[config.mk]
export PLATFORM = sky130hd
export DESIGN_NAME = spa_regs
export DESIGN_NICKNAME = d
export VERILOG_FILES = /design/src/spa_pkg.sv /design/src/spa_csr_map.sv /design/src/spa_regs.sv
export VERILOG_INCLUDE_DIRS = /design/src /design/src/src
export SDC_FILE = /design/constraint.sdc
export NUM_CORES = 1
export LEC_CHECK = 0
export ABC_AREA = 1
export CAP_MARGIN = 20
export CORE_MARGIN = 2
export CORE_UTILIZATION = 50
export CTS_CLUSTER_DIAMETER = 80
export DETAILED_ROUTE_END_ITERATION = 8
export DONT_BUFFER_PORTS = 1
export PLACE_DENSITY = 0.74
export SKIP_CTS_REPAIR_TIMING = 1
export SLEW_MARGIN = 20
export SYNTH_ARGS = -nofsm -noshare
export SYNTH_HDL_FRONTEND = slang
export SYNTH_HIERARCHICAL = 1
export SYNTH_SLANG_ARGS = --single-unit
[constraint.sdc]
create_clock -name sys_clk -period 3.25 [get_ports sys_clk]
set_clock_uncertainty 0.05 [all_clocks]
set_input_delay 0.325 -clock sys_clk [delete_from_list [all_inputs] [get_ports sys_clk]]
set_output_delay 0.325 -clock sys_clk [all_outputs]
set_load 0.02 [all_outputs]
[src/spa_cfg.svh]
`ifndef SPA_CFG_SVH
`define SPA_CFG_SVH
`define SPA_OFF_ADDR_HIGH   12'h1f0
`define SPA_OFF_ADDR_LOW    12'h1f4
`define SPA_OFF_CMD         12'h1f8
`define SPA_OFF_DATA        12'h1fc
`define SPA_OFF_WIN_FIRST   12'h200
`define SPA_OFF_WIN_LAST    12'h2dc
`define SPA_RST_ADDR_HIGH   32'h0024ffff
`define SPA_RST_ADDR_LOW    32'hff0f8000
`define SPA_RST_WIN_DATA    32'h00000000
`define SPA_HIGH_MASK       32'h007fffff
`define SPA_CMD_MASK        32'hc00fffff
`define SPA_BIT_PER_PORT    22
`define SPA_BIT_BUSY        31
`define SPA_BIT_DIR         30
`define SPA_BE_ALL          4'hf
`define SPA_DIR_WRITE       1'b0
`define SPA_DIR_READ        1'b1
`define SPA_EE_FIRST        3'h1
`define SPA_EE_LAST         3'h6
`define SPA_EE_HIGH_FIRST   3'h5
`define SPA_RESP_OKAY       2'h0
`define SPA_RESP_SLVERR     2'h2
`define SPA_RESP_DECERR     2'h3
`define SPA_WIN_COUNT       48
`define SPA_IDX_W           6
`define SPA_CSR_UNKNOWN     16'h0000
`endif

[src/spa_pkg.sv]
package spa_pkg;
  typedef enum logic [1:0] {
    SPA_IDLE = 2'b00,
    SPA_ISSUE = 2'b01,
    SPA_WAIT = 2'b11
  } spa_fab_state_t;
endpackage

[src/spa_csr_map.sv]
`include "spa_cfg.svh"
// window word index to fabric register number
module spa_csr_map (
  input  wire logic [5:0]  idx,
  output logic      [15:0] csr_num
);
  always_comb begin
    case (idx)
      6'h00: csr_num = 16'h0001;
      6'h01: csr_num = 16'h0004;
      6'h02: csr_num = 16'h0401;
      6'h03: csr_num = 16'h0440;
      6'h04: csr_num = 16'h0441;
      6'h05: csr_num = 16'h0480;
      6'h06: csr_num = 16'h0801;
      6'h07: csr_num = 16'h0840;
      6'h08: csr_num = 16'h0841;
      6'h09: csr_num = 16'h0880;
      6'h0a: csr_num = 16'h0c01;
      6'h0b: csr_num = 16'h0c40;
      6'h0c: csr_num = 16'h0c41;
      6'h0d: csr_num = 16'h0c80;
      6'h0e: csr_num = 16'h1800;
      6'h0f: csr_num = 16'h1801;
      6'h10: csr_num = 16'h1802;
      6'h11: csr_num = 16'h1809;
      6'h12: csr_num = 16'h180b;
      6'h13: csr_num = 16'h180c;
      6'h14: csr_num = 16'h1811;
      6'h15: csr_num = 16'h1812;
      6'h16: csr_num = 16'h1840;
      6'h17: csr_num = 16'h1841;
      6'h18: csr_num = 16'h1842;
      6'h19: csr_num = 16'h1843;
      6'h1a: csr_num = 16'h1845;
      6'h1b: csr_num = 16'h1846;
      6'h1c: csr_num = 16'h1847;
      6'h1d: csr_num = 16'h1848;
      6'h1e: csr_num = 16'h1849;
      6'h1f: csr_num = 16'h184a;
      6'h20: csr_num = 16'h184b;
      6'h21: csr_num = 16'h184d;
      6'h22: csr_num = 16'h1855;
      6'h23: csr_num = 16'h1856;
      6'h24: csr_num = 16'h1857;
      6'h25: csr_num = 16'h1880;
      6'h26: csr_num = 16'h1c00;
      6'h27: csr_num = 16'h1c01;
      6'h28: csr_num = 16'h1c02;
      6'h29: csr_num = 16'h1c03;
      6'h2a: csr_num = 16'h1c04;
      6'h2b: csr_num = 16'h1c09;
      6'h2c: csr_num = 16'h1c0a;
      6'h2d: csr_num = 16'h1c0c;
      6'h2e: csr_num = 16'h1c0d;
      6'h2f: csr_num = 16'h1c0e;
      6'h30: csr_num = 16'h1c0f;
      6'h31: csr_num = 16'h1c10;
      6'h32: csr_num = 16'h1c11;
      6'h33: csr_num = 16'h1c12;
      6'h34: csr_num = 16'h1c13;
      6'h35: csr_num = 16'h1c14;
      6'h36: csr_num = 16'h1c15;
      6'h37: csr_num = 16'h1c20;
      default: csr_num = `SPA_CSR_UNKNOWN;
    endcase
  end
endmodule // spa_csr_map

[src/spa_regs.sv]
`include "spa_cfg.svh"
module spa_regs (
  input  wire logic        sys_clk,
  input  wire logic        rst_n,
  input  wire logic [11:0] s_axi_awaddr,
  input  wire logic        s_axi_awvalid,
  output logic             s_axi_awready,
  input  wire logic [31:0] s_axi_wdata,
  input  wire logic [3:0]  s_axi_wstrb,
  input  wire logic        s_axi_wvalid,
  output logic             s_axi_wready,
  output logic [1:0]       s_axi_bresp,
  output logic             s_axi_bvalid,
  input  wire logic        s_axi_bready,
  input  wire logic [11:0] s_axi_araddr,
  input  wire logic        s_axi_arvalid,
  output logic             s_axi_arready,
  output logic [31:0]      s_axi_rdata,
  output logic [1:0]       s_axi_rresp,
  output logic             s_axi_rvalid,
  input  wire logic        s_axi_rready,
  input  wire logic        ee_programmed,
  input  wire logic        ee_byte_valid,
  input  wire logic [2:0]  ee_byte_addr,
  input  wire logic [7:0]  ee_byte_data,
  input  wire logic        ee_load_done,
  output logic             fab_req,
  output logic [15:0]      fabric_reg_select,
  output logic [3:0]       fabric_byte_lanes,
  output logic             fabric_direction,
  output logic [31:0]      fab_wdata,
  input  wire logic        fab_done,
  input  wire logic [31:0] fab_rdata,
  output logic [47:0]      port0_pause_sa,
  output logic [47:0]      port1_pause_sa,
  output logic [47:0]      port2_pause_sa
);
  typedef struct packed {
    logic                    awr;
    logic                    wr;
    logic [11:0]             aw_addr;
    logic [31:0]             w_data;
    logic [3:0]              w_strb;
    logic                    bvalid;
    logic [1:0]              bresp;
    logic                    awrdy;
    logic                    wrdy;
    logic                    arready;
    logic                    rvalid;
    logic [31:0]             rdata;
    logic [1:0]              rresp;
    logic                    init_done;
    logic [31:0]             addr_high;
    logic [31:0]             addr_low;
    logic [31:0]             cmd;
    logic [31:0]             data;
    logic                    pend;
    logic                    req;
    spa_pkg::spa_fab_state_t fst;
    logic [47:0]             sa0;
    logic [47:0]             sa1;
    logic [47:0]             sa2;
  } spa_state_t;

  spa_state_t st_ff;
  spa_state_t nxt_st;
  logic [15:0] win_csr;
  logic [`SPA_IDX_W-1:0] win_idx;
  logic [2:0]            wr_sel;
  logic [2:0]            rd_sel;

  // register select codes returned by the address decoder
  localparam logic [2:0] SEL_NONE = 3'h0;
  localparam logic [2:0] SEL_HIGH = 3'h1;
  localparam logic [2:0] SEL_LOW  = 3'h2;
  localparam logic [2:0] SEL_CMD  = 3'h3;
  localparam logic [2:0] SEL_DATA = 3'h4;
  localparam logic [2:0] SEL_WIN  = 3'h5;

  // byte-lane merge, used for host writes to the high, low and data registers
  function automatic logic [31:0] spa_merge(input logic [31:0] old_v, input logic [31:0] new_v,
                                            input logic [3:0] be);
    logic [31:0] r;
    r = old_v;
    for (int i = 0; i < 4; i++) begin
      if (be[i]) begin
        r[i*8 +: 8] = new_v[i*8 +: 8];
      end
    end
    return r;
  endfunction

  function automatic logic [47:0] spa_port_sa(input logic [31:0] hi, input logic [31:0] lo,
                                              input logic [1:0] pbits);
    logic [47:0] a;
    a = {hi[15:0], lo};
    if (hi[`SPA_BIT_PER_PORT]) begin
      a[41:40] = pbits;
    end
    return a;
  endfunction

  // shared by the write and read paths so both sides see the same map
  function automatic logic [2:0] spa_decode(input logic [11:0] a);
    logic [2:0] s;
    s = SEL_NONE;
    if (a == `SPA_OFF_ADDR_HIGH) begin
      s = SEL_HIGH;
    end else if (a == `SPA_OFF_ADDR_LOW) begin
      s = SEL_LOW;
    end else if (a == `SPA_OFF_CMD) begin
      s = SEL_CMD;
    end else if (a == `SPA_OFF_DATA) begin
      s = SEL_DATA;
    end else if (a >= `SPA_OFF_WIN_FIRST && a <= `SPA_OFF_WIN_LAST) begin
      s = SEL_WIN;
    end
    return s;
  endfunction

  // word index inside the window; only meaningful when the address decodes as window
  assign win_idx = 6'((st_ff.aw_addr - `SPA_OFF_WIN_FIRST) >> 2);
  assign wr_sel = spa_decode(st_ff.aw_addr);
  assign rd_sel = spa_decode(s_axi_araddr);

  spa_csr_map u_map (
    .idx     (win_idx),
    .csr_num (win_csr)
  );

  always_comb begin
    nxt_st = st_ff;
    if (s_axi_awvalid && st_ff.awrdy) begin
      nxt_st.awr = 1'b1;
      nxt_st.aw_addr = s_axi_awaddr;
    end
    if (s_axi_wvalid && st_ff.wrdy) begin
      nxt_st.wr = 1'b1;
      nxt_st.w_data = s_axi_wdata;
      nxt_st.w_strb = s_axi_wstrb;
    end
    if (st_ff.bvalid && s_axi_bready) begin
      nxt_st.bvalid = 1'b0;
    end
    // loader bytes, on-wire order: 01h..04h low, 05h..06h high
    if (!st_ff.init_done && ee_programmed && ee_byte_valid) begin
      if (ee_byte_addr >= `SPA_EE_FIRST && ee_byte_addr < `SPA_EE_HIGH_FIRST) begin
        nxt_st.addr_low[(ee_byte_addr - `SPA_EE_FIRST)*8 +: 8] = ee_byte_data;
      end else if (ee_byte_addr >= `SPA_EE_HIGH_FIRST && ee_byte_addr <= `SPA_EE_LAST) begin
        nxt_st.addr_high[(ee_byte_addr - `SPA_EE_HIGH_FIRST)*8 +: 8] = ee_byte_data;
      end
    end
    if (ee_load_done) begin
      nxt_st.init_done = 1'b1;
    end
    // write completes when address and data both held
    if (st_ff.awr && st_ff.wr) begin
      nxt_st.awr = 1'b0;
      nxt_st.wr = 1'b0;
      nxt_st.bvalid = 1'b1;
      nxt_st.bresp = `SPA_RESP_OKAY;
      if (!st_ff.init_done) begin
        nxt_st.bresp = `SPA_RESP_SLVERR;
      end else if (wr_sel == SEL_HIGH) begin
        nxt_st.addr_high = spa_merge(st_ff.addr_high, st_ff.w_data, st_ff.w_strb)
                           & `SPA_HIGH_MASK;
      end else if (wr_sel == SEL_LOW) begin
        nxt_st.addr_low = spa_merge(st_ff.addr_low, st_ff.w_data, st_ff.w_strb);
      end else if (wr_sel == SEL_CMD) begin
        if (st_ff.pend) begin
          nxt_st.bresp = `SPA_RESP_SLVERR;
        end else begin
          nxt_st.cmd = st_ff.w_data & `SPA_CMD_MASK;
          nxt_st.pend = st_ff.w_data[`SPA_BIT_BUSY];
        end
      end else if (wr_sel == SEL_DATA) begin
        // the data word drives the fabric while busy, so it is locked until done
        if (st_ff.pend) begin
          nxt_st.bresp = `SPA_RESP_SLVERR;
        end else begin
          nxt_st.data = spa_merge(st_ff.data, st_ff.w_data, st_ff.w_strb);
        end
      end else if (wr_sel == SEL_WIN) begin
        if (st_ff.pend) begin
          nxt_st.bresp = `SPA_RESP_SLVERR;
        end else begin
          nxt_st.cmd = '0;
          nxt_st.cmd[15:0] = win_csr;
          nxt_st.cmd[19:16] = `SPA_BE_ALL;
          nxt_st.cmd[`SPA_BIT_DIR] = `SPA_DIR_WRITE;
          nxt_st.cmd[`SPA_BIT_BUSY] = 1'b1;
          nxt_st.data = st_ff.w_data;
          nxt_st.pend = 1'b1;
        end
      end else begin
        nxt_st.bresp = `SPA_RESP_DECERR;
      end
    end
    // fabric handshake
    case (st_ff.fst)
      spa_pkg::SPA_IDLE: begin
        if (st_ff.pend) begin
          nxt_st.fst = spa_pkg::SPA_ISSUE;
        end
      end
      spa_pkg::SPA_ISSUE: begin
        nxt_st.fst = spa_pkg::SPA_WAIT;
      end
      spa_pkg::SPA_WAIT: begin
        if (fab_done) begin
          nxt_st.fst = spa_pkg::SPA_IDLE;
          nxt_st.pend = 1'b0;
          nxt_st.cmd[`SPA_BIT_BUSY] = 1'b0;
          if (st_ff.cmd[`SPA_BIT_DIR] == `SPA_DIR_READ) begin
            nxt_st.data = fab_rdata;
          end
        end
      end
      default: nxt_st.fst = spa_pkg::SPA_IDLE;
    endcase
    // reads; window is write-only and answers zero
    if (st_ff.rvalid && s_axi_rready) begin
      nxt_st.rvalid = 1'b0;
    end
    // read data is raised only after the address handshake edge
    if (s_axi_arvalid && st_ff.arready) begin
      nxt_st.rvalid = 1'b1;
      nxt_st.rresp = `SPA_RESP_OKAY;
      nxt_st.rdata = '0;
      if (rd_sel == SEL_HIGH) begin
        nxt_st.rdata = st_ff.addr_high;
      end else if (rd_sel == SEL_LOW) begin
        nxt_st.rdata = st_ff.addr_low;
      end else if (rd_sel == SEL_CMD) begin
        nxt_st.rdata = st_ff.cmd;
      end else if (rd_sel == SEL_DATA) begin
        nxt_st.rdata = st_ff.data;
      end else if (rd_sel == SEL_WIN) begin
        nxt_st.rdata = '0;
      end else begin
        nxt_st.rresp = `SPA_RESP_DECERR;
      end
    end
    // ready flags are registered so every bus output leaves a flop;
    // a channel reopens in the same cycle its slot empties, costing no throughput here
    nxt_st.awrdy = !nxt_st.awr && !nxt_st.bvalid;
    nxt_st.wrdy = !nxt_st.wr && !nxt_st.bvalid;
    nxt_st.arready = !nxt_st.rvalid;
    nxt_st.req = (nxt_st.fst == spa_pkg::SPA_ISSUE);
    // byte 0 of the 48-bit value is the first on-wire byte; nibble order kept as stored
    nxt_st.sa0 = spa_port_sa(st_ff.addr_high, st_ff.addr_low, st_ff.addr_high[17:16]);
    nxt_st.sa1 = spa_port_sa(st_ff.addr_high, st_ff.addr_low, st_ff.addr_high[19:18]);
    nxt_st.sa2 = spa_port_sa(st_ff.addr_high, st_ff.addr_low, st_ff.addr_high[21:20]);
  end

  always_ff @(posedge sys_clk) begin
    if (!rst_n) begin
      st_ff <= '0;
      st_ff.addr_high <= `SPA_RST_ADDR_HIGH;
      st_ff.addr_low <= `SPA_RST_ADDR_LOW;
      st_ff.data <= `SPA_RST_WIN_DATA;
      st_ff.fst <= spa_pkg::SPA_IDLE;
      st_ff.awrdy <= 1'b1;
      st_ff.wrdy <= 1'b1;
      st_ff.arready <= 1'b1;
    end else begin
      st_ff <= nxt_st;
    end
  end

  assign s_axi_awready = st_ff.awrdy;
  assign s_axi_wready = st_ff.wrdy;
  assign s_axi_bvalid = st_ff.bvalid;
  assign s_axi_bresp = st_ff.bresp;
  assign s_axi_arready = st_ff.arready;
  assign s_axi_rvalid = st_ff.rvalid;
  assign s_axi_rdata = st_ff.rdata;
  assign s_axi_rresp = st_ff.rresp;
  assign fab_req = st_ff.req;
  assign fabric_reg_select = st_ff.cmd[15:0];
  assign fabric_byte_lanes = st_ff.cmd[19:16];
  assign fabric_direction = st_ff.cmd[`SPA_BIT_DIR];
  assign fab_wdata = st_ff.data;
  assign port0_pause_sa = st_ff.sa0;
  assign port1_pause_sa = st_ff.sa1;
  assign port2_pause_sa = st_ff.sa2;
endmodule // spa_regs

==> results of run 1 <==
-- worst max-delay path: cells and delay by family (launching register included) --
family | cells | cell delay [ns]
simple gates | 9 | 1.68
buf+inv | 2 | 0.74
flops | 1 | 0.30
-- flip-flops by register name, summed over array words and instances (netlist names), 2 cells and up --
name / cells
port1_pause_sa: 2
fabric_byte_lanes: 4
fab_wdata: 32
st_ff: 73
port0_pause_sa: 48
nxt_st: 46
port2_pause_sa: 2
fabric_reg_select: 16
s_axi_bresp: 2
s_axi_rdata: 32
-- cells by family after synthesis --
group / synth area share (%)
AOI/OAI and AO/OA: 12.5
buffers and inverters: 20.2
DFF: 32.1
xor gates and xnor gates: 0.0530
and+or+nand+nor: 33.1
adders and majority gates: 1.97
other: 0.0227
-- stage by stage --
step                setup slack (ns)  total power, uW  hold WS (ns)
global placement               0.315             4430         0.379
floorplan                      0.314             4300         0.356
CTS                            0.443             7940        -0.206
global route                   0.241             8320      -0.00109
finish                         0.394             8040       -0.0645
detailed placement             0.218             4440         0.386
-- routing by layer --
metal	vias up	GRT usage, %	wire [um]
met5	-	0	12
met4	2	10.9	2040
met3	138	7.10	6220
met2	868	42.6	22500
met1	7195	41.5	22400
li1	7526	-	-
-- synthesized netlist by cell type, drive strengths merged --
cell / count / area (sq um)
a21oi: 121 / 639
buf: 282 / 2050
clkbuf: 87 / 328
clkinv: 3 / 11.3
conb: 1 / 3.75
dfxtp: 265 / 5310
ha: 26 / 325
inv: 251 / 947
nand2: 640 / 2430
nand3: 279 / 1420
nand3b: 3 / 22.5
nand4: 15 / 100
nor2: 319 / 1300
nor3: 25 / 141
nor3b: 2 / 20.0
nor4: 1 / 6.26
o211a: 16 / 160
o211ai: 36 / 270
o21ai: 200 / 1000
or2: 3 / 18.8
xnor2: 1 / 8.76
-- layout make-up --
class | instances | area, sq um
clock buffers | 39 | 845
clock inverters | 14 | 185
fillers | 3302 | 15700
inverters | 254 | 958
multi-input cells | 1692 | 7890
flip-flops and latches | 265 | 5310
well taps | 442 | 553
repair buffers | 114 | 1090
-- final timing paths --
path                                 start             to  slack, ns  cells past startpoint
worst max register to register  st_ff[360]  fab_wdata[30]       0.39                     11
worst min register to register  st_ff[355]     st_ff[355]       0.39                      2
worst max-delay path            st_ff[360]  fab_wdata[30]       0.39                     11
worst min-delay path                 rst_n     nxt_st[43]      -0.06                      5
-- power by group through the flow --
stage | Clock [uW] | Sequential [uW] | Combinational (uW)
2_1_floorplan | 0 | 3480 | 822
3_3_place_gp | 0 | 3600 | 823
3_5_place_dp | 0 | 3610 | 831
4_1_cts | 3570 | 3530 | 837
5_1_grt | 3690 | 3550 | 1080
6_report | 3530 | 3540 | 967
==> run_summary.xml, run 1 <==
<?xml version="1.0" encoding="UTF-8"?>
<metrics>
  <group name="timing">
    <metric name="grt_setup_unrepaired" unit="">false</metric>
    <metric name="maxSlewViolCount" unit="">0</metric>
    <metric name="tcrit_tclk_final" unit="%">87.9</metric>
    <metric name="final_setup_violation_count" unit="">0</metric>
    <metric name="hold-worst-slack" unit="ns">-0.0645</metric>
    <metric name="timing.final.crit_period" unit="ns">2.86</metric>
    <metric name="tns" unit="ns">0</metric>
    <metric name="slew-limit-headroom" unit="%">42.7</metric>
    <metric name="final_hold_viol_count" unit="">14</metric>
    <metric name="fmaxAchievable" unit="MHz">350</metric>
    <metric name="timing_worst_slew_pin_value" unit="ns">0.860</metric>
  </group>
  <group name="cells_and_area">
    <metric name="areaGrowthSynthToFinish" unit="%">1.92</metric>
    <metric name="num_antenna_cells" unit="">0</metric>
    <metric name="post_route_cells_drive_above_1_share" unit="%">6.69</metric>
    <metric name="fin_area" unit="sq um">16800</metric>
    <metric name="post_layout_nonfiller_instances" unit="">2820</metric>
    <metric name="layout.cells.most_common_list" unit="">sky130_fd_sc_hd__nand2_1, sky130_fd_sc_hd__nor2_1, sky130_fd_sc_hd__nand3_1</metric>
    <metric name="mostFrequentLayoutCell" unit="">sky130_fd_sc_hd__nand2_1</metric>
    <metric name="final_core_util" unit="%">51.7</metric>
    <metric name="final_nets" unit="">2497</metric>
  </group>
  <group name="setup_path">
    <metric name="criticalPathCategory" unit="">reg -&gt; reg</metric>
    <metric name="crit_slowest_cell" unit="">sky130_fd_sc_hd__inv_2</metric>
    <metric name="critical_path_arrival" unit="ns">3.29</metric>
    <metric name="path_cells" unit="">buf_4, nand2_1, nor2_1, nor2_1, nand3_2, inv_2, nand2_1, nand3_1, nor2_1, nor2_1, nor2_1</metric>
    <metric name="crit_required" unit="ns">3.69</metric>
    <metric name="most_frequent_cell_on_the_critical_path" unit="">sky130_fd_sc_hd__nor2_1</metric>
    <metric name="worst-path-max-fanout" unit="">24</metric>
    <metric name="critical_path.startpoint_type" unit="">register</metric>
    <metric name="critical_path.max_stage_delay" unit="ns">0.56</metric>
    <metric name="crit_path_end_kind" unit="">register</metric>
  </group>
  <group name="clocking">
    <metric name="cts_inserted_buffers" unit="">30</metric>
    <metric name="max-clock-path-buffers" unit="">3</metric>
    <metric name="worstSkewPairLatency" unit="ns">0.60</metric>
    <metric name="cts_max_level" unit="">1</metric>
    <metric name="clock_tree_from_tritoncts" unit="">yes</metric>
    <metric name="clkTransAtPathRegs" unit="ns">0.06</metric>
    <metric name="clk_root_buf" unit="">sky130_fd_sc_hd__clkbuf_16</metric>
    <metric name="clock_sinks" unit="">265</metric>
  </group>
  <group name="routing">
    <metric name="viasPerCell" unit="">5.58</metric>
    <metric name="drt_drc_violations_left" unit="">0</metric>
    <metric name="route.antenna.remaining_nets" unit="">0</metric>
    <metric name="first_iter_violations" unit="">1782</metric>
    <metric name="routed-via-count" unit="">15700</metric>
    <metric name="detailed_routing_iteration_count_for_the_pre_antenna_repair_pass" unit="">6</metric>
    <metric name="wl" unit="mm">53.1</metric>
    <metric name="routed_wire_length_per_instance" unit="um">18.8</metric>
  </group>
  <group name="placement">
    <metric name="gpl.final_weighted_congestion" unit="">0.953</metric>
    <metric name="dp_cells" unit="">2695</metric>
    <metric name="port-buffer-count" unit="">0</metric>
    <metric name="detailedPlacementHpwl" unit="mm">37.6</metric>
    <metric name="postPlaceCellArea" unit="sq um">15100</metric>
  </group>
  <group name="pwr">
    <metric name="irDropWorstVdd" unit="mV">0.404</metric>
    <metric name="power_internal" unit="uW">5720</metric>
    <metric name="netSwitchingPower" unit="uW">2320</metric>
    <metric name="pwr_density_cell" unit="nW/um^2">477</metric>
    <metric name="comb_power_share" unit="%">12.0</metric>
    <metric name="power.share.switching" unit="%">28.9</metric>
    <metric name="clock_power_share" unit="%">43.9</metric>
    <metric name="power_leakage" unit="uW">0.00794</metric>
    <metric name="seq_power_share" unit="%">44.0</metric>
  </group>
  <group name="grt">
    <metric name="overflow" unit="">0</metric>
    <metric name="antenna_found_initial" unit="">1</metric>
    <metric name="grt_start_max_net_pins" unit="">201</metric>
    <metric name="first_global_vias" unit="">13900</metric>
    <metric name="grt_pass1_wl" unit="mm">78.6</metric>
    <metric name="grt.total_usage" unit="%">29.2</metric>
  </group>
  <group name="synthesis">
    <metric name="ys_seq_area_share" unit="%">32.1</metric>
    <metric name="syn-mean-instance-area" unit="sq um">6.41</metric>
    <metric name="ffs_latches_synth" unit="">265</metric>
    <metric name="netlist_instances" unit="">2576</metric>
    <metric name="syn_area" unit="sq um">16500</metric>
    <metric name="synthDistinctLibCells" unit="">41</metric>
    <metric name="synth.yosys.warnings" unit="">6</metric>
  </group>
  <group name="run_status">
    <metric name="status" unit="">finished, violations left</metric>
    <metric name="violations" unit="">hold timing</metric>
  </group>
  <group name="floorplanning">
    <metric name="io_pins" unit="">353</metric>
    <metric name="fp-row-count" unit="">66</metric>
    <metric name="design.die.area" unit="sq um">34500</metric>
    <metric name="placeableCoreArea" unit="sq um">32500</metric>
    <metric name="initial_core_util" unit="%">50.8</metric>
    <metric name="die_height" unit="um">186</metric>
    <metric name="die_w" unit="um">186</metric>
  </group>
  <group name="worst_hold_path">
    <metric name="min-delay-path-class" unit="">in -&gt; reg</metric>
  </group>
  <group name="flow_run">
    <metric name="timing.max_cap.violations" unit="">0</metric>
  </group>
</metrics>
Power figures use the tool's default switching activity.
==> run 2: changes to the inputs <==
==> constraint.sdc (replaced) <==
create_clock -name sys_clk -period 2.9 [get_ports sys_clk]
set_clock_uncertainty 0.05 [all_clocks]
set_input_delay 0.29 -clock sys_clk [delete_from_list [all_inputs] [get_ports sys_clk]]
set_output_delay 0.29 -clock sys_clk [all_outputs]
set_load 0.01 [all_outputs]
==> run 2 against run 1 <==
Net effect:
- the flow still finishes with violations (hold timing)
- die area did not move
- via count increased by 0.18%
- setup slack worse by 0.0035 ns
- clock power is 10% higher
- power increased by 11%
- count of clock-buffer cells in the layout is 2 higher
- sequential share of layout area down 0.20 points
- global-route usage shrank 0.51 points
- largest cell class unchanged
- largest power group unchanged
==> run_summary.xml, run 2 (synthesized netlist as in run 1, its figures left out) <==
<?xml version="1.0" encoding="UTF-8"?>
<metrics>
  <group name="cells_and_area">
    <metric name="top_register" unit="">st_ff</metric>
    <metric name="num_antenna_cells" unit="">0</metric>
    <metric name="areaGrowthSynthToFinish" unit="%">2.56</metric>
    <metric name="post_route_cells_drive_above_1_share" unit="%">6.80</metric>
    <metric name="largest_register_ff_count" unit="">73</metric>
    <metric name="layout.cells.most_common_list" unit="">sky130_fd_sc_hd__nand2_1, sky130_fd_sc_hd__nor2_1, sky130_fd_sc_hd__nand3_1</metric>
    <metric name="mostFrequentLayoutCell" unit="">sky130_fd_sc_hd__nand2_1</metric>
    <metric name="post_layout_nonfiller_instances" unit="">2838</metric>
    <metric name="final_nets" unit="">2515</metric>
    <metric name="fin_area" unit="sq um">16900</metric>
  </group>
  <group name="clocking">
    <metric name="cts_inserted_buffers" unit="">31</metric>
    <metric name="clkTransAtPathRegs" unit="ns">0.06</metric>
    <metric name="max-clock-path-buffers" unit="">3</metric>
    <metric name="clock_tree_from_tritoncts" unit="">yes</metric>
    <metric name="clock_sinks" unit="">265</metric>
    <metric name="clk_root_buf" unit="">sky130_fd_sc_hd__clkbuf_16</metric>
    <metric name="worstSkewPairLatency" unit="ns">0.59</metric>
    <metric name="cts_max_level" unit="">1</metric>
  </group>
  <group name="timing">
    <metric name="timing_worst_slew_pin_value" unit="ns">0.879</metric>
    <metric name="hold-worst-slack" unit="ns">-0.0900</metric>
    <metric name="final_setup_violation_count" unit="">0</metric>
    <metric name="tcrit_tclk_final" unit="%">86.5</metric>
    <metric name="fin_ws" unit="ns">0.390</metric>
    <metric name="slew-limit-headroom" unit="%">41.2</metric>
    <metric name="tns" unit="ns">0</metric>
    <metric name="grt_setup_unrepaired" unit="">false</metric>
    <metric name="fmaxAchievable" unit="MHz">398</metric>
    <metric name="timing.final.crit_period" unit="ns">2.51</metric>
    <metric name="maxSlewViolCount" unit="">0</metric>
    <metric name="final_hold_viol_count" unit="">4</metric>
  </group>
  <group name="pwr">
    <metric name="power_internal" unit="uW">6370</metric>
    <metric name="irDropWorstVdd" unit="mV">0.504</metric>
    <metric name="netSwitchingPower" unit="uW">2530</metric>
    <metric name="pwr_density_cell" unit="nW/um^2">526</metric>
    <metric name="power.share.switching" unit="%">28.5</metric>
    <metric name="seq_power_share" unit="%">43.8</metric>
    <metric name="power_leakage" unit="uW">0.00800</metric>
    <metric name="comb_power_share" unit="%">12.5</metric>
    <metric name="clock_power_share" unit="%">43.7</metric>
  </group>
  <group name="floorplanning">
    <metric name="die_height" unit="um">186</metric>
    <metric name="initial_core_util" unit="%">50.8</metric>
    <metric name="die_w" unit="um">186</metric>
    <metric name="fp-row-count" unit="">66</metric>
    <metric name="placeableCoreArea" unit="sq um">32500</metric>
    <metric name="design.die.area" unit="sq um">34500</metric>
    <metric name="io_pins" unit="">353</metric>
  </group>
  <group name="setup_path">
    <metric name="path_cells" unit="">nor2_1, nand3_1, nor2_1, nand3_2, inv_2, nand2_1, nand3_1, nor2_1, nor2_1, nor2_1</metric>
    <metric name="crit_path_end_kind" unit="">register</metric>
    <metric name="timing.reg2reg.setup_slack" unit="ns">0.39</metric>
    <metric name="criticalPathCategory" unit="">reg -&gt; reg</metric>
    <metric name="critical_path.n_buffers_inverters" unit="">1</metric>
    <metric name="critical_path_arrival" unit="ns">2.92</metric>
    <metric name="worstRegToRegCells" unit="">10</metric>
    <metric name="worst-path-max-fanout" unit="">24</metric>
    <metric name="crit_required" unit="ns">3.31</metric>
    <metric name="cp_top_family" unit="">simple AND/OR/NAND/NOR gates</metric>
    <metric name="r2r-start" unit="">st_ff[365]</metric>
    <metric name="most_frequent_cell_on_the_critical_path" unit="">sky130_fd_sc_hd__nor2_1</metric>
    <metric name="crit_slowest_cell" unit="">sky130_fd_sc_hd__inv_2</metric>
    <metric name="critical_path.startpoint_type" unit="">register</metric>
    <metric name="reg_to_reg_critical_path_endpoint" unit="">fab_wdata[2]</metric>
    <metric name="critical_path.max_stage_delay" unit="ns">0.53</metric>
  </group>
  <group name="routing">
    <metric name="routedLengthMet1" unit="mm">22.6</metric>
    <metric name="top_signal_layer_used" unit="">met5</metric>
    <metric name="route.antenna.remaining_nets" unit="">0</metric>
    <metric name="viasPerCell" unit="">5.55</metric>
    <metric name="wl_met3" unit="mm">6.12</metric>
    <metric name="detailed_routing_iteration_count_for_the_pre_antenna_repair_pass" unit="">7</metric>
    <metric name="wl" unit="mm">52.7</metric>
    <metric name="first_iter_violations" unit="">1762</metric>
    <metric name="wl_met2" unit="mm">22.1</metric>
    <metric name="drt_drc_violations_left" unit="">0</metric>
    <metric name="routed-via-count" unit="">15800</metric>
    <metric name="routed_wire_length_per_instance" unit="um">18.6</metric>
  </group>
  <group name="flow_run">
    <metric name="timing.max_cap.violations" unit="">0</metric>
  </group>
  <group name="placement">
    <metric name="gpl.final_weighted_congestion" unit="">0.939</metric>
    <metric name="port-buffer-count" unit="">0</metric>
    <metric name="detailedPlace.worstSlack" unit="ns">-0.0647</metric>
    <metric name="dp_cells" unit="">2700</metric>
    <metric name="postPlaceCellArea" unit="sq um">15100</metric>
    <metric name="detailedPlacementHpwl" unit="mm">37.3</metric>
  </group>
  <group name="grt">
    <metric name="grt.total_usage" unit="%">28.7</metric>
    <metric name="antenna_found_initial" unit="">1</metric>
    <metric name="first_global_vias" unit="">13500</metric>
    <metric name="grt_pass1_wl" unit="mm">77.6</metric>
    <metric name="overflow" unit="">0</metric>
    <metric name="grt_start_max_net_pins" unit="">201</metric>
  </group>
  <group name="run_status">
    <metric name="status" unit="">finished, violations left</metric>
    <metric name="violations" unit="">hold timing</metric>
  </group>
  <group name="worst_hold_path">
    <metric name="min-delay-path-class" unit="">in -&gt; reg</metric>
    <metric name="worst_hold_startpoint" unit="">fab_rdata[13]</metric>
    <metric name="timing.hold.worst_endpoint" unit="">fab_wdata[13]</metric>
    <metric name="min_path_cells" unit="">2</metric>
  </group>
</metrics>
run 2: cell count changes in the layout (fill, tap and decap cells not counted), sizes merged:
cell	before	now
buf	43	48
dlygate4sd3	71	83
clkinv	10	9
bufinv	3	2
clkbuf	39	41
inv	252	253
run 2: metal layers:
metal / vias to the layer above / GRT usage [%]
met2: 895 / 40.8
li1: 7548 / -
met5: - / 0
met3: 120 / 6.95
met4: 2 / 9.51
met1: 7192 / 42.0
run 2: worst reg2reg max path, delay by kind of cell (launching register included):
| kind | cells | cell delay, ns |
|---|---|---|
| DFF | 1 | 0.31 |
| and+or+nand+nor | 9 | 1.51 |
| buffers and inverters | 1 | 0.53 |
run 2: final cells by class:
class / instances / area [sq um]
Timing Repair Buffer: 131 / 1220
Clock inverter: 13 / 140
Fill cell: 3261 / 15600
Tap cell: 442 / 553
Sequential cell: 265 / 5310
Multi-Input combinational cell: 1692 / 7890
Clock buffer: 41 / 863
Inverter: 254 / 958
run 2: worst max-delay path by stage:
stage | from | endpoint | slack (ns) | depth (start not counted)
CTS | st_ff[365] | fab_wdata[2] | 0.44 | 10
detailed placement | ee_byte_addr[0] | st_ff[273] | -0.06 | 17
global route | ee_byte_addr[0] | st_ff[272] | 0.16 | 17
finish | st_ff[365] | fab_wdata[2] | 0.39 | 10
global placement | ee_byte_addr[0] | st_ff[270] | 0.08 | 17
floorplan | ee_byte_addr[0] | nxt_st[26] | 0.05 | 21
run 2: power by group through the flow:
stage | combinational (uW) | clock (uW) | sequential [uW]
2_1_floorplan | 863 | 0 | 3900
3_3_place_gp | 927 | 0 | 3970
3_5_place_dp | 939 | 0 | 3970
4_1_cts | 944 | 3950 | 3890
5_1_grt | 1220 | 4090 | 3920
6_report | 1110 | 3890 | 3900
run 2: stage by stage:
| step | util [%] | total power (uW) | hold slack [ns] |
|---|---|---|---|
| 2_1_floorplan | - | 4760 | 0.356 |
| 3_3_place_gp | 46.3 | 4900 | 0.367 |
| 3_5_place_dp | 46.3 | 4910 | 0.371 |
| 4_1_cts | 49.4 | 8790 | -0.240 |
| 5_1_grt | 52.1 | 9230 | -0.00965 |
| 6_report | 52.1 | 8900 | -0.0900 |
==> run 3: changes to the inputs <==
CORE_UTILIZATION = 24   (was 50)
PLACE_DENSITY = 0.46   (was 0.74)
==> run 3 against run 2 <==
Net effect:
- the run still ends with hold timing left
- combinational power rose by 8%
- wire length increased by 30%
- first-iteration DRC count decreased by 28%
- design area up 7.7%
- sequential cell count unchanged
- register-to-register slack improved by 0.04 ns
- cell count grew 17%
- setup slack better by 0.041 ns
- fmax up 1.7%
- global-route usage shrank 10 points
- count of clock-buffer cells in the layout up 11
- critical path type unchanged
- largest power group is now the clock network
==> run_summary.xml, run 3 (synthesized netlist as in run 1, its figures left out) <==
<?xml version="1.0" encoding="UTF-8"?>
<metrics>
  <group name="cells_and_area">
    <metric name="largest_register_ff_count" unit="">73</metric>
    <metric name="areaGrowthSynthToFinish" unit="%">10.4</metric>
    <metric name="mostFrequentLayoutCell" unit="">sky130_fd_sc_hd__nand2_1</metric>
    <metric name="final_nets" unit="">2557</metric>
    <metric name="post_route_cells_drive_above_1_share" unit="%">7.81</metric>
    <metric name="top_register" unit="">st_ff</metric>
    <metric name="final_core_util" unit="%">26.7</metric>
    <metric name="fin_area" unit="sq um">18200</metric>
    <metric name="layout.cells.most_common_list" unit="">sky130_fd_sc_hd__nand2_1, sky130_fd_sc_hd__nor2_1, sky130_fd_sc_hd__nand3_1</metric>
  </group>
  <group name="setup_path">
    <metric name="reg_to_reg_critical_path_endpoint" unit="">nxt_st[3]</metric>
    <metric name="critical_path_arrival" unit="ns">2.90</metric>
    <metric name="r2r-start" unit="">st_ff[356]</metric>
    <metric name="startpoint" unit="">st_ff[356]</metric>
    <metric name="crit_required" unit="ns">3.33</metric>
    <metric name="worst-path-max-fanout" unit="">36</metric>
    <metric name="crit_path_end_kind" unit="">register</metric>
    <metric name="timing.reg2reg.setup_slack" unit="ns">0.43</metric>
    <metric name="criticalPathCategory" unit="">reg -&gt; reg</metric>
    <metric name="critical_path.startpoint_type" unit="">register</metric>
    <metric name="critPathCapture" unit="">nxt_st[3]</metric>
    <metric name="worstRegToRegCells" unit="">7</metric>
  </group>
  <group name="timing">
    <metric name="hold-worst-slack" unit="ns">-0.0710</metric>
    <metric name="tns" unit="ns">0</metric>
    <metric name="fmaxAchievable" unit="MHz">405</metric>
    <metric name="maxSlewViolCount" unit="">0</metric>
    <metric name="grt_setup_unrepaired" unit="">false</metric>
    <metric name="final_hold_viol_count" unit="">8</metric>
    <metric name="timing_worst_slew_pin_value" unit="ns">0.792</metric>
    <metric name="slew-limit-headroom" unit="%">47.2</metric>
    <metric name="timing.final.crit_period" unit="ns">2.47</metric>
    <metric name="final_setup_violation_count" unit="">0</metric>
    <metric name="tcrit_tclk_final" unit="%">85.1</metric>
  </group>
  <group name="routing">
    <metric name="viasPerCell" unit="">4.67</metric>
    <metric name="drt_drc_violations_left" unit="">0</metric>
    <metric name="routed_wire_length_per_instance" unit="um">20.6</metric>
    <metric name="detailed_routing_iteration_count_for_the_pre_antenna_repair_pass" unit="">5</metric>
    <metric name="first_iter_violations" unit="">1273</metric>
    <metric name="route.antenna.remaining_nets" unit="">0</metric>
    <metric name="routed-via-count" unit="">15600</metric>
    <metric name="wl" unit="mm">68.7</metric>
  </group>
  <group name="clocking">
    <metric name="max-clock-path-buffers" unit="">3</metric>
    <metric name="clock_sinks" unit="">265</metric>
    <metric name="cts_max_level" unit="">2</metric>
    <metric name="cts_inserted_buffers" unit="">38</metric>
    <metric name="clock_tree_from_tritoncts" unit="">yes</metric>
    <metric name="clkTransAtPathRegs" unit="ns">0.06</metric>
    <metric name="clk_root_buf" unit="">sky130_fd_sc_hd__clkbuf_16</metric>
    <metric name="worstSkewPairLatency" unit="ns">0.56</metric>
  </group>
  <group name="grt">
    <metric name="first_global_vias" unit="">13900</metric>
    <metric name="grt.total_usage" unit="%">18.3</metric>
    <metric name="antenna_found_initial" unit="">5</metric>
    <metric name="grt_pass1_wl" unit="mm">96.4</metric>
    <metric name="grt_start_max_net_pins" unit="">201</metric>
    <metric name="overflow" unit="">0</metric>
  </group>
  <group name="floorplanning">
    <metric name="fp-row-count" unit="">96</metric>
    <metric name="initial_core_util" unit="%">24.2</metric>
    <metric name="die_w" unit="um">266</metric>
    <metric name="die_height" unit="um">266</metric>
    <metric name="design.die.area" unit="sq um">70900</metric>
    <metric name="io_pins" unit="">353</metric>
    <metric name="placeableCoreArea" unit="sq um">68300</metric>
  </group>
  <group name="placement">
    <metric name="gpl.final_weighted_congestion" unit="">0.870</metric>
    <metric name="port-buffer-count" unit="">0</metric>
    <metric name="detailedPlacementHpwl" unit="mm">50.3</metric>
    <metric name="postPlaceCellArea" unit="sq um">15700</metric>
  </group>
  <group name="pwr">
    <metric name="total_power" unit="uW">10200</metric>
    <metric name="irDropWorstVdd" unit="mV">0.442</metric>
    <metric name="pwr_density_cell" unit="nW/um^2">560</metric>
    <metric name="power_leakage" unit="uW">0.00836</metric>
  </group>
  <group name="run_status">
    <metric name="status" unit="">finished, violations left</metric>
    <metric name="violations" unit="">hold timing</metric>
  </group>
  <group name="worst_hold_path">
    <metric name="worst_hold_startpoint" unit="">s_axi_wdata[21]</metric>
    <metric name="min-delay-path-class" unit="">in -&gt; reg</metric>
  </group>
  <group name="flow_run">
    <metric name="timing.max_cap.violations" unit="">0</metric>
  </group>
</metrics>
-- run 3: cell count changes in the layout (fill, tap and decap cells not counted), sizes merged --
cell | before | now
inv | 253 | 254
diode | 0 | 2
dlygate4sd3 | 83 | 107
clkinv | 9 | 14
buf | 48 | 59
clkinvlp | 3 | 0
clkbuf | 41 | 52
bufinv | 2 | 4
-- run 3: critical path: stages (launching register included) --
cell and delay [ns]:
sky130_fd_sc_hd__dfxtp_1 0.54, sky130_fd_sc_hd__nand2_1 0.10, sky130_fd_sc_hd__nor2_1 0.33, sky130_fd_sc_hd__nand2_4 0.16, sky130_fd_sc_hd__nor2_8 0.22, sky130_fd_sc_hd__inv_4 0.20
sky130_fd_sc_hd__or2_0 0.53, sky130_fd_sc_hd__a21oi_2 0.24
-- run 3: worst min-delay path by stage --
stage | to | slack [ns] | cells after the start
after global routing | nxt_st[43] | -0.007 | 5
after global placement | st_ff[276] | 0.36 | 2
after floorplan | st_ff[276] | 0.36 | 2
final | st_ff[343] | -0.07 | 2
after detailed placement | st_ff[276] | 0.37 | 2
after CTS | st_ff[276] | -0.24 | 2
-- run 3: through the flow --
stage	worst slack (ns)	hold WS [ns]	cells
final	0.431	-0.0710	3331
after CTS	0.431	-0.242	3218
after floorplan	0.0521	0.356	2580
after global placement	0.156	0.361	3148
after global routing	0.285	-0.00661	3330
after detailed placement	0.111	0.367	3148
-- run 3: final cells by class --
type	count	area, sq um
fill	7652	50100
multi-input combinational	1692	7890
sequential	265	5310
clock inverter	18	215
tap	882	1100
timing repair buffer	166	1620
clock buffer	52	1140
antenna	2	5.00
inverter	254	958
-- run 3: power breakdown --
part           leakage, uW  switching [uW]  internal, uW
logic              0.00552             805           393
clock network     0.000676            1970          3120
registers          0.00216             163          3750
-- run 3: metal layers --
metal | track usage, % | vias up | part of all wire (%)
met5 | 0 | - | 0.070
met4 | 5.48 | 8 | 3.2
li1 | - | 7657 | -
met2 | 28.4 | 557 | 45
met1 | 24.1 | 7237 | 44
met3 | 5.72 | 100 | 8.5
